===== src/hw/io_strobe_pkg.sv =====
// Package of types and constants for the I/O strobe glue block
`default_nettype none
package io_strobe_pkg;
    // Processor bus clock rate
    localparam int unsigned BUS_CLK_HZ = 25_000_000;
    localparam int unsigned BUS_CLK_PERIOD_NS = 1_000_000_000 / BUS_CLK_HZ;

    // Width of the upper address field used for region decode
    localparam int unsigned REGION_BITS = 3;

    // Upper address codes of the transceiver regions
    localparam logic [2:0] REGION_UART = 3'h1;
    localparam logic [2:0] REGION_PARPORT = 3'h3;
    localparam logic [2:0] REGION_BOOTFLASH = 3'h7;

    // Reset value of the read strobe (inactive high)
    localparam logic READ_STROBE_RESET_N = 1'h1;

    // Read strobe states, one-hot
    typedef enum logic [1:0] {
        RD_IDLE = 2'b01,
        RD_ACTIVE = 2'b10
    } rd_state_t;

    // Processor local bus signals seen by the block, all on CLK
    typedef struct packed {
        logic address_strobe_n;
        logic last_transfer_n;
        logic write_not_read;
        logic wait_n;
        logic bus_data_enable_n;
        logic transfer_direction;
        logic [REGION_BITS-1:0] addr_hi;
    } cpu_bus_t;

    // Peripheral control outputs, all active low except direction
    typedef struct packed {
        logic read_strobe_n;
        logic io_write_n;
        logic dram_write_n;
        logic transfer_direction;
        logic transceiver_output_enable_n;
    } periph_ctl_t;
endpackage
`default_nettype wire


===== src/hw/io_strobe_glue.sv =====
// I/O strobe glue between the processor local bus and simple peripherals
//
// Summary of operation
// - Read strobe asserts on address strobe with read
// - Read strobe releases on last transfer
// - Reset holds read strobe inactive
// - Write strobe active on write during wait
// - DRAM write enable blocked during refresh
// - Direction select passes through unchanged
// - Transceiver enabled on data enable and region
// - Direction not gated by transceiver enable; processor turns it while disabled
// - Read strobe is the only registered output, updates on bus clock while CE is high
// - Refresh indication covers whole refresh cycle
// - Regions are UART, parallel port, boot flash
`default_nettype none
module io_strobe_glue
    import io_strobe_pkg::*;
(
    input wire logic CLK,
    input wire logic RSTN,
    input wire logic CE,
    input wire io_strobe_pkg::cpu_bus_t CPU_BUS,
    input wire logic REFRESH_CYCLE_ACTIVE,
    output wire io_strobe_pkg::periph_ctl_t PERIPH_CTL
);
    import io_strobe_pkg::*;

    // Transceiver region table
    localparam int unsigned IO_REGION_COUNT = 3;

    // Codes of the upper address lines for each I/O region
    localparam logic [REGION_BITS-1:0] IO_REGION_CODE [IO_REGION_COUNT] = '{
        REGION_UART,
        REGION_PARPORT,
        REGION_BOOTFLASH
    };

    // Read strobe state
    rd_state_t rd_state_ff;

    rd_state_t nxt_rd_state;

    // Raw bus fields
    wire logic address_strobe_n;

    wire logic last_transfer_n;

    wire logic write_not_read;

    wire logic wait_n;

    wire logic bus_data_enable_n;

    wire logic transfer_direction;

    wire logic [REGION_BITS-1:0] region;

    // Active-high bus conditions
    wire logic addr_strobe;

    wire logic last_xfer;

    wire logic write_cyc;

    wire logic read_cyc;

    wire logic wait_act;

    wire logic data_en;

    // Region decode
    wire logic [IO_REGION_COUNT-1:0] region_hit;

    wire logic io_region;

    // Read strobe control
    wire logic read_start;

    wire logic read_end;

    wire logic state_step;

    wire logic strobe_idle;

    wire logic strobe_active;

    wire logic go_active;

    wire logic go_idle;

    // Combinational controls, active high
    wire logic io_write_act;

    wire logic dram_write_act;

    wire logic xcvr_enable_act;

    wire logic xcvr_direction;

    // Output word
    periph_ctl_t ctl_comb;

    // Unpack the bus
    assign address_strobe_n = CPU_BUS.address_strobe_n;

    assign last_transfer_n = CPU_BUS.last_transfer_n;

    assign write_not_read = CPU_BUS.write_not_read;

    assign wait_n = CPU_BUS.wait_n;

    assign bus_data_enable_n = CPU_BUS.bus_data_enable_n;

    assign transfer_direction = CPU_BUS.transfer_direction;

    assign region = CPU_BUS.addr_hi;

    // Bus conditions
    assign addr_strobe = ~address_strobe_n;

    assign last_xfer = ~last_transfer_n;

    assign write_cyc = write_not_read;

    assign read_cyc = ~write_not_read;

    assign wait_act = ~wait_n;

    assign data_en = ~bus_data_enable_n;

    // One comparator per transceiver region
    for (genvar g = 0; g < IO_REGION_COUNT; g++) begin : g_region
        assign region_hit[g] = (region == IO_REGION_CODE[g]);
    end

    assign io_region = |region_hit;

    // Read cycle start and end, no address qualification
    assign read_start = addr_strobe & read_cyc;

    assign read_end = last_xfer;

    // Clock enable gates every state update
    assign state_step = CE;

    // State decode
    assign strobe_idle = (rd_state_ff == RD_IDLE);

    assign strobe_active = (rd_state_ff == RD_ACTIVE);

    // Transitions; starts while active are ignored
    assign go_active = strobe_idle & read_start;

    assign go_idle = strobe_active & read_end;

    // Next state
    always_comb begin
        nxt_rd_state = rd_state_ff;

        case (rd_state_ff)
            RD_IDLE: begin
                if (go_active) begin
                    nxt_rd_state = RD_ACTIVE;
                end else begin
                    nxt_rd_state = RD_IDLE;
                end
            end

            RD_ACTIVE: begin
                if (go_idle) begin
                    nxt_rd_state = RD_IDLE;
                end else begin
                    nxt_rd_state = RD_ACTIVE;
                end
            end

            default: begin
                nxt_rd_state = RD_IDLE;
            end
        endcase
    end

    // State register; reset wins over a coinciding read start
    always_ff @(posedge CLK or negedge RSTN) begin
        if (!RSTN) begin
            rd_state_ff <= RD_IDLE;
        end else if (state_step) begin
            rd_state_ff <= nxt_rd_state;
        end
    end

    // Write strobe during the wait states of a write
    assign io_write_act = write_cyc & wait_act;

    // No DRAM write while a refresh cycle runs
    assign dram_write_act = write_cyc
        & ~REFRESH_CYCLE_ACTIVE;

    // Direction straight through; the processor turns it while disabled
    assign xcvr_direction = transfer_direction;

    // Transceiver only for the I/O regions, never for DRAM
    assign xcvr_enable_act = data_en & io_region;

    // Output word, active-low strobes
    always_comb begin
        ctl_comb = '1;

        ctl_comb.read_strobe_n = strobe_active ? 1'b0 : READ_STROBE_RESET_N;
        ctl_comb.io_write_n = ~io_write_act;
        ctl_comb.dram_write_n = ~dram_write_act;
        ctl_comb.transfer_direction = xcvr_direction;
        ctl_comb.transceiver_output_enable_n = ~xcvr_enable_act;
    end

    assign PERIPH_CTL = ctl_comb;

endmodule // io_strobe_glue
`default_nettype wire


===== config.mk =====
export PLATFORM = sky130hd
export DESIGN_NAME = io_strobe_glue
export DESIGN_NICKNAME = d
export VERILOG_FILES = /design/src/hw/io_strobe_pkg.sv /design/src/hw/io_strobe_glue.sv
export SDC_FILE = /design/constraint.sdc
export NUM_CORES = 1
export LEC_CHECK = 0
export BUFFER_PORTS_ARGS = -buffer_cell sky130_fd_sc_hd__clkbuf_2
export CAP_MARGIN = 10
export CORE_AREA = 2 2 39 41
export DETAILED_ROUTE_END_ITERATION = 10
export DIE_AREA = 0 0 41 43
export PLACE_DENSITY = 0.38
export SETUP_SLACK_MARGIN = 0.4
export SYNTH_ARGS = -nofsm -noshare
export SYNTH_HDL_FRONTEND = slang
export SYNTH_SLANG_ARGS = --single-unit

===== constraint.sdc =====
create_clock -name CLK -period 2.5 [get_ports CLK]
set_input_delay 0.125 -clock CLK [delete_from_list [all_inputs] [get_ports CLK]]
set_output_delay 0.125 -clock CLK [all_outputs]
set_load 0.05 [all_outputs]

==> flow_summary.json, run 1 <==
{
  "ys_ff_latch": 2,
  "setup-tns-final_ns": 0,
  "antenna_found_initial": 0,
  "slew_violations": 0,
  "post_route_cells_drive_above_1_share_pct": 50.00,
  "tightest_slew_ns": 0.2771,
  "initial_core_util_pct": 13.47,
  "ios": 18,
  "slowest_delay_ns": 0.53,
  "grt_pass1_vias": 185,
  "top_register": "rd_state_ff",
  "status": "finished, final reports clean",
  "met3_length_um": 93,
  "dr.max_layer_used": "met3",
  "areaGrowthSynthToFinish_pct": 66.44,
  "overflow": 0,
  "fillerInstances": 152,
  "arrival_ns": 1.33,
  "fp.coreArea_um2": 1384,
  "vias": 211,
  "fin_worst_skew_ns": 0.01029,
  "dr_wl_met2_um": 175,
  "die_h_um": 43,
  "rows": 14,
  "grt_usage_pct": 6.426,
  "holdWs_ns": 0.1442,
  "yosysTopAreaCellShare_pct": 14.09,
  "htree_levels": 1,
  "insertedDiodeCount": 0,
  "drcViolationCount": 0,
  "peakVddDrop_v": 0.0002464,
  "fin_crit_sh_pct": 58.37,
  "yosysSeqAreaShare_pct": 27.52,
  "synth.area.top_cells": "dfstp_2 (14%), dfrtp_1 (13%), ha_1 (13%)",
  "final-setup-viol-count": 0,
  "ant_nets": 0,
  "nets": 56,
  "routed_wl_um": 473,
  "end_kind": "output pin",
  "critPathRequiredTime_ns": 2.38,
  "fin_area_um2": 310.3,
  "critPathMaxFanout": 3,
  "root_buffer": "clkbuf_4",
  "wl_per_cell_um": 8.446,
  "worst_slack_ns": 1.041,
  "fmax_ghz": 0.6852,
  "io_buffers": 15,
  "cts_buffers": 3,
  "first_pass_iters": 2,
  "clk_pin_slew_ns": 0.04,
  "place_congestion": 0.7649,
  "drt_iter0_markers": 4,
  "powerDensity_nw_per_um2": 806.0,
  "clock_sinks": 2,
  "m1WireLength_um": 204,
  "slowest_stage": "dfstp_2",
  "crit_path_frequent_cell": "inv_1",
  "cts_buffer_depth": 2,
  "p_leak_nw": 0.1627,
  "p_total_mw": 0.2501,
  "synthDistinctLibCells": 14,
  "synthCells": 21,
  "synth_nets": 36,
  "maxCapViolCount": 0,
  "ys_warn_count": 0,
  "ctsResizeCount": 0,
  "reg_top3": "rd_state_ff (2)",
  "grt_max_degree": 6,
  "netlist_area_um2": 186.4,
  "vias_per_cell": 3.768,
  "syn_area_per_cell_um2": 8.878,
  "die_area_um2": 1763,
  "dp_cells": 51,
  "critPathKind": "reg -> out",
  "grt_pass1_wl_um": 648,
  "layout_commonest_cell": "clkbuf_2",
  "crit_path_cell_trace": "inv_1 -> ha_1 -> inv_1 -> clkbuf_2",
  "final_cell_count_no_fill": 56,
  "max-slew-margin-rel_pct": 81.61,
  "rsz0062_at_grt": "no",
  "finalHoldViolations": 0,
  "post-route-util_pct": 22.42,
  "layout_common_cells": "clkbuf_2 (15), inv_1 (4), clkbuf_4 (3)",
  "yosys.area.top_type": "dfstp_2",
  "worst_setup_path_start_kind": "flip-flop",
  "placed_area_um2": 274.0,
  "hold_path.class": "in -> reg",
  "dp_slack_ns": 1.179,
  "die_width_um": 41,
  "largest_reg_flops": 2,
  "cts_tree": "built",
  "period_needed_ns": 1.459,
  "clock_latency_ns": 0.24
}
## cell type report
type	count	area [um2]	area share [%]
inverter	4	15.01	4.839
timing repair buffer	16	85.08	27.42
clock buffer	4	26.28	8.468
multi-input combinational	14	112.6	36.29
sequential	2	51.30	16.53
tap	16	20.02	6.452
## logic make-up after synthesis
family / after synthesis / synth area share (%)
AND/OR/NAND/NOR: 8 / 27.52
AO/OA/AOI/OAI: 4 / 19.46
adder cells (fa/ha/maj): 2 / 13.42
flip-flops: 2 / 27.52
buffers and inverters: 5 / 12.08
## power by group
group	internal (mW)	total, mW	leakage, nW	switching, mW
Clock	0.0595	0.0822	0.0150	0.0227
Combinational	0.0446	0.107	0.124	0.0629
Sequential	0.0504	0.0604	0.0232	0.0100
Total	0.154	0.250	0.163	0.0957
## path summary, 6_finish.rpt
path	endpoint	from	depth (start not counted)	slack, ns
hold / removal	rd_state_ff[1]	CE	2	0.14
setup reg to reg	rd_state_ff[1]	rd_state_ff[0]	3	1.18
min in group asynchronous	rd_state_ff[1]	RSTN	2	0.22
max in group asynchronous	rd_state_ff[0]	RSTN	2	2.07
hold reg to reg	rd_state_ff[0]	rd_state_ff[0]	2	0.53
setup / recovery	PERIPH_CTL[4]	rd_state_ff[0]	4	1.04
## per-layer routing
metal	global-route usage, %	vias up
li1	-	108
met1	6.752	87
met2	7.813	16
met3	6.283	0
met4	4.000	0
met5	0	-
## timing repair
action                                 in CTS  in global routing
buffers inserted                            0                  0
hold buffers                                1                  0
endpoints found under the hold margin       2                  0
## cell usage after synthesis, drive strengths merged
| master | number |
|---|---|
| buf | 1 |
| or2b | 2 |
| a41oi | 1 |
| dfrtp | 1 |
| nand2b | 2 |
| a21boi | 1 |
| nor2 | 2 |
| o21ai | 1 |
| ha | 2 |
| a221oi | 1 |
| nand3b | 1 |
| or3b | 1 |
| dfstp | 1 |
| inv | 4 |
## critical path, delay by kind of cell, from the launching register on
| family | cells | cell delay [ns] |
|---|---|---|
| flops | 1 | 0.53 |
| fa+ha+maj | 1 | 0.21 |
| buf+inv | 3 | 0.37 |
Power figures use the tool's default switching activity.
==> run 2, diff against run 1 <==
Clock period 2.5 ns to 1.37 ns, I/O delays scaled along.
==> run 2 against run 1 <==
Net effect:
- critical path depth decreased by 1
- routed wire length fell by 4.7%
- clock-buffer cell count stayed put
- cell count is 1.8% higher
- critical endpoint is now rd_state_ff[1]
==> flow_summary.json, run 2 (synthesized netlist as in run 1, its figures left out) <==
{
  "slew_violations": 0,
  "met3_length_um": 43,
  "placed_area_um2": 294.0,
  "critPathMaxFanout": 3,
  "final-setup-viol-count": 0,
  "netSwitchingFraction_pct": 37.63,
  "endpoint": "rd_state_ff[1]",
  "status": "finished, final reports clean",
  "fmax_ghz": 0.7324,
  "internal-power_mw": 0.3381,
  "p_total_mw": 0.5421,
  "clk_pin_slew_ns": 0.04,
  "critPathLaunch": "rd_state_ff[0]",
  "tightest_slew_ns": 0.2756,
  "fin_crit_sh_pct": 99.66,
  "peakVddDrop_v": 0.0004697,
  "die_area_um2": 1763,
  "p_leak_nw": 0.1710,
  "io_buffers": 15,
  "ios": 18,
  "m1WireLength_um": 180,
  "p_sw_mw": 0.2040,
  "initial_core_util_pct": 13.47,
  "hold_path.class": "in -> reg",
  "worst_setup_path_start_kind": "flip-flop",
  "htree_levels": 1,
  "grt_pass1_vias": 207,
  "reg_top3": "rd_state_ff (2)",
  "drt_iter0_markers": 1,
  "overflow": 0,
  "grt_pass1_wl_um": 690,
  "largest_reg_flops": 2,
  "root_buffer": "clkbuf_4",
  "rows": 14,
  "slowest_stage": "dfstp_2",
  "cts_tree": "built",
  "arrival_ns": 1.50,
  "critical_path.top_delay_family": "flip-flops",
  "grt_usage_pct": 6.219,
  "first_pass_iters": 2,
  "critPathKind": "reg -> reg",
  "top_register": "rd_state_ff",
  "dr_wl_met2_um": 227,
  "place_congestion": 0.7590,
  "finalHoldViolations": 0,
  "critPathRequiredTime_ns": 1.50,
  "period_needed_ns": 1.365,
  "routed_wl_um": 451,
  "cp_num_cells": 3,
  "die_h_um": 43,
  "dr.max_layer_used": "met3",
  "max-slew-margin-rel_pct": 81.71,
  "critPathBufInv": 0,
  "rsz0062_at_grt": "yes",
  "r2r_slack_ns": 0.005,
  "slowest_delay_ns": 0.55,
  "cts_buffers": 3,
  "p_comb_share_pct": 52.3,
  "seqPwrFrac_pct": 20.8,
  "pwr-share-clk_pct": 26.9,
  "drcViolationCount": 0,
  "r2r-end": "rd_state_ff[1]",
  "die_width_um": 41,
  "nets": 57,
  "cts_buffer_depth": 2,
  "layout_commonest_cell": "clkbuf_2",
  "vias": 210,
  "grt_max_degree": 6,
  "ant_nets": 0,
  "insertedDiodeCount": 0,
  "post_route_cells_drive_above_1_share_pct": 60.98,
  "end_kind": "flip-flop",
  "clock_latency_ns": 0.23,
  "vias_per_cell": 3.684,
  "fillerInstances": 157,
  "antenna_found_initial": 0,
  "rr_worst_depth": 3,
  "crit_path_cell_trace": "ha_4 -> or3b_4 -> a221oi_2",
  "layout_common_cells": "clkbuf_2 (14), inv_1 (4), clkbuf_4 (3)",
  "clock_sinks": 2,
  "fin_worst_skew_ns": 0.007879,
  "powerDensity_nw_per_um2": 1510,
  "maxCapViolCount": 0,
  "areaGrowthSynthToFinish_pct": 92.62,
  "timing.rr.start": "rd_state_ff[0]",
  "wl_per_cell_um": 7.912,
  "fp.coreArea_um2": 1384,
  "setup-tns-final_ns": 0,
  "fin_area_um2": 359.1
}
[run 2: routing by layer]
metal / vias up / track usage [%]
met5: - / 0
met4: 0 / 6.000
met3: 0 / 3.141
met2: 8 / 8.750
met1: 90 / 6.090
li1: 112 / -
[run 2: area by class of cell]
cell class	count	area, um2	area share [%]
well taps	16	20.02	5.575
inverters	4	15.01	4.181
clock buffers	4	26.28	7.317
flip-flops and latches	2	51.30	14.29
repair buffers	17	98.84	27.53
multi-input cells	14	147.6	41.12
[run 2: worst min path at each step]
stage	from	endpoint	slack [ns]	cells past startpoint
finish	CE	rd_state_ff[1]	0.10	2
global route	CE	rd_state_ff[1]	0.11	2
CTS	CE	rd_state_ff[1]	0.10	2
detailed placement	RSTN	rd_state_ff[1]	-0.14	1
global placement	RSTN	rd_state_ff[1]	-0.14	1
floorplan	RSTN	rd_state_ff[1]	-0.23	0
[run 2: metrics by stage]
step | hold slack, ns | cells | setup slack [ns] | utilization (%)
finish | 0.1035 | 57 | 0.004604 | 25.95
global placement | -0.1369 | 52 | 0.05415 | 21.25
detailed placement | -0.1424 | 52 | 0.004149 | 21.25
global route | 0.1082 | 57 | -0.04223 | 25.95
floorplan | -0.2271 | 21 | 0.07606 | -
CTS | 0.1035 | 57 | 0.01199 | 24.59
[run 2: power by group through the flow]
| stage | Clock, mW | Combinational [mW] | Sequential (mW) |
|---|---|---|---|
| after global placement | 0 | 0.245 | 0.106 |
| after floorplan | 0 | 0.174 | 0.112 |
| after CTS | 0.156 | 0.258 | 0.106 |
| final | 0.146 | 0.283 | 0.113 |
| after detailed placement | 0 | 0.239 | 0.107 |
| after global routing | 0.166 | 0.317 | 0.116 |
[run 2: worst register-to-register path, stage by stage (launching register included)]
cell      delay (ns)
dfstp_2         0.55
ha_4            0.13
or3b_4          0.36
a221oi_2        0.24
[run 2: repair_timing]
action	in CTS	in global routing
setup endpoints to repair	3	3
pin swaps	0	2
buffers inserted	0	0
gates resized for setup	2	5
hold endpoints to repair	2	0
hold buffers	1	0
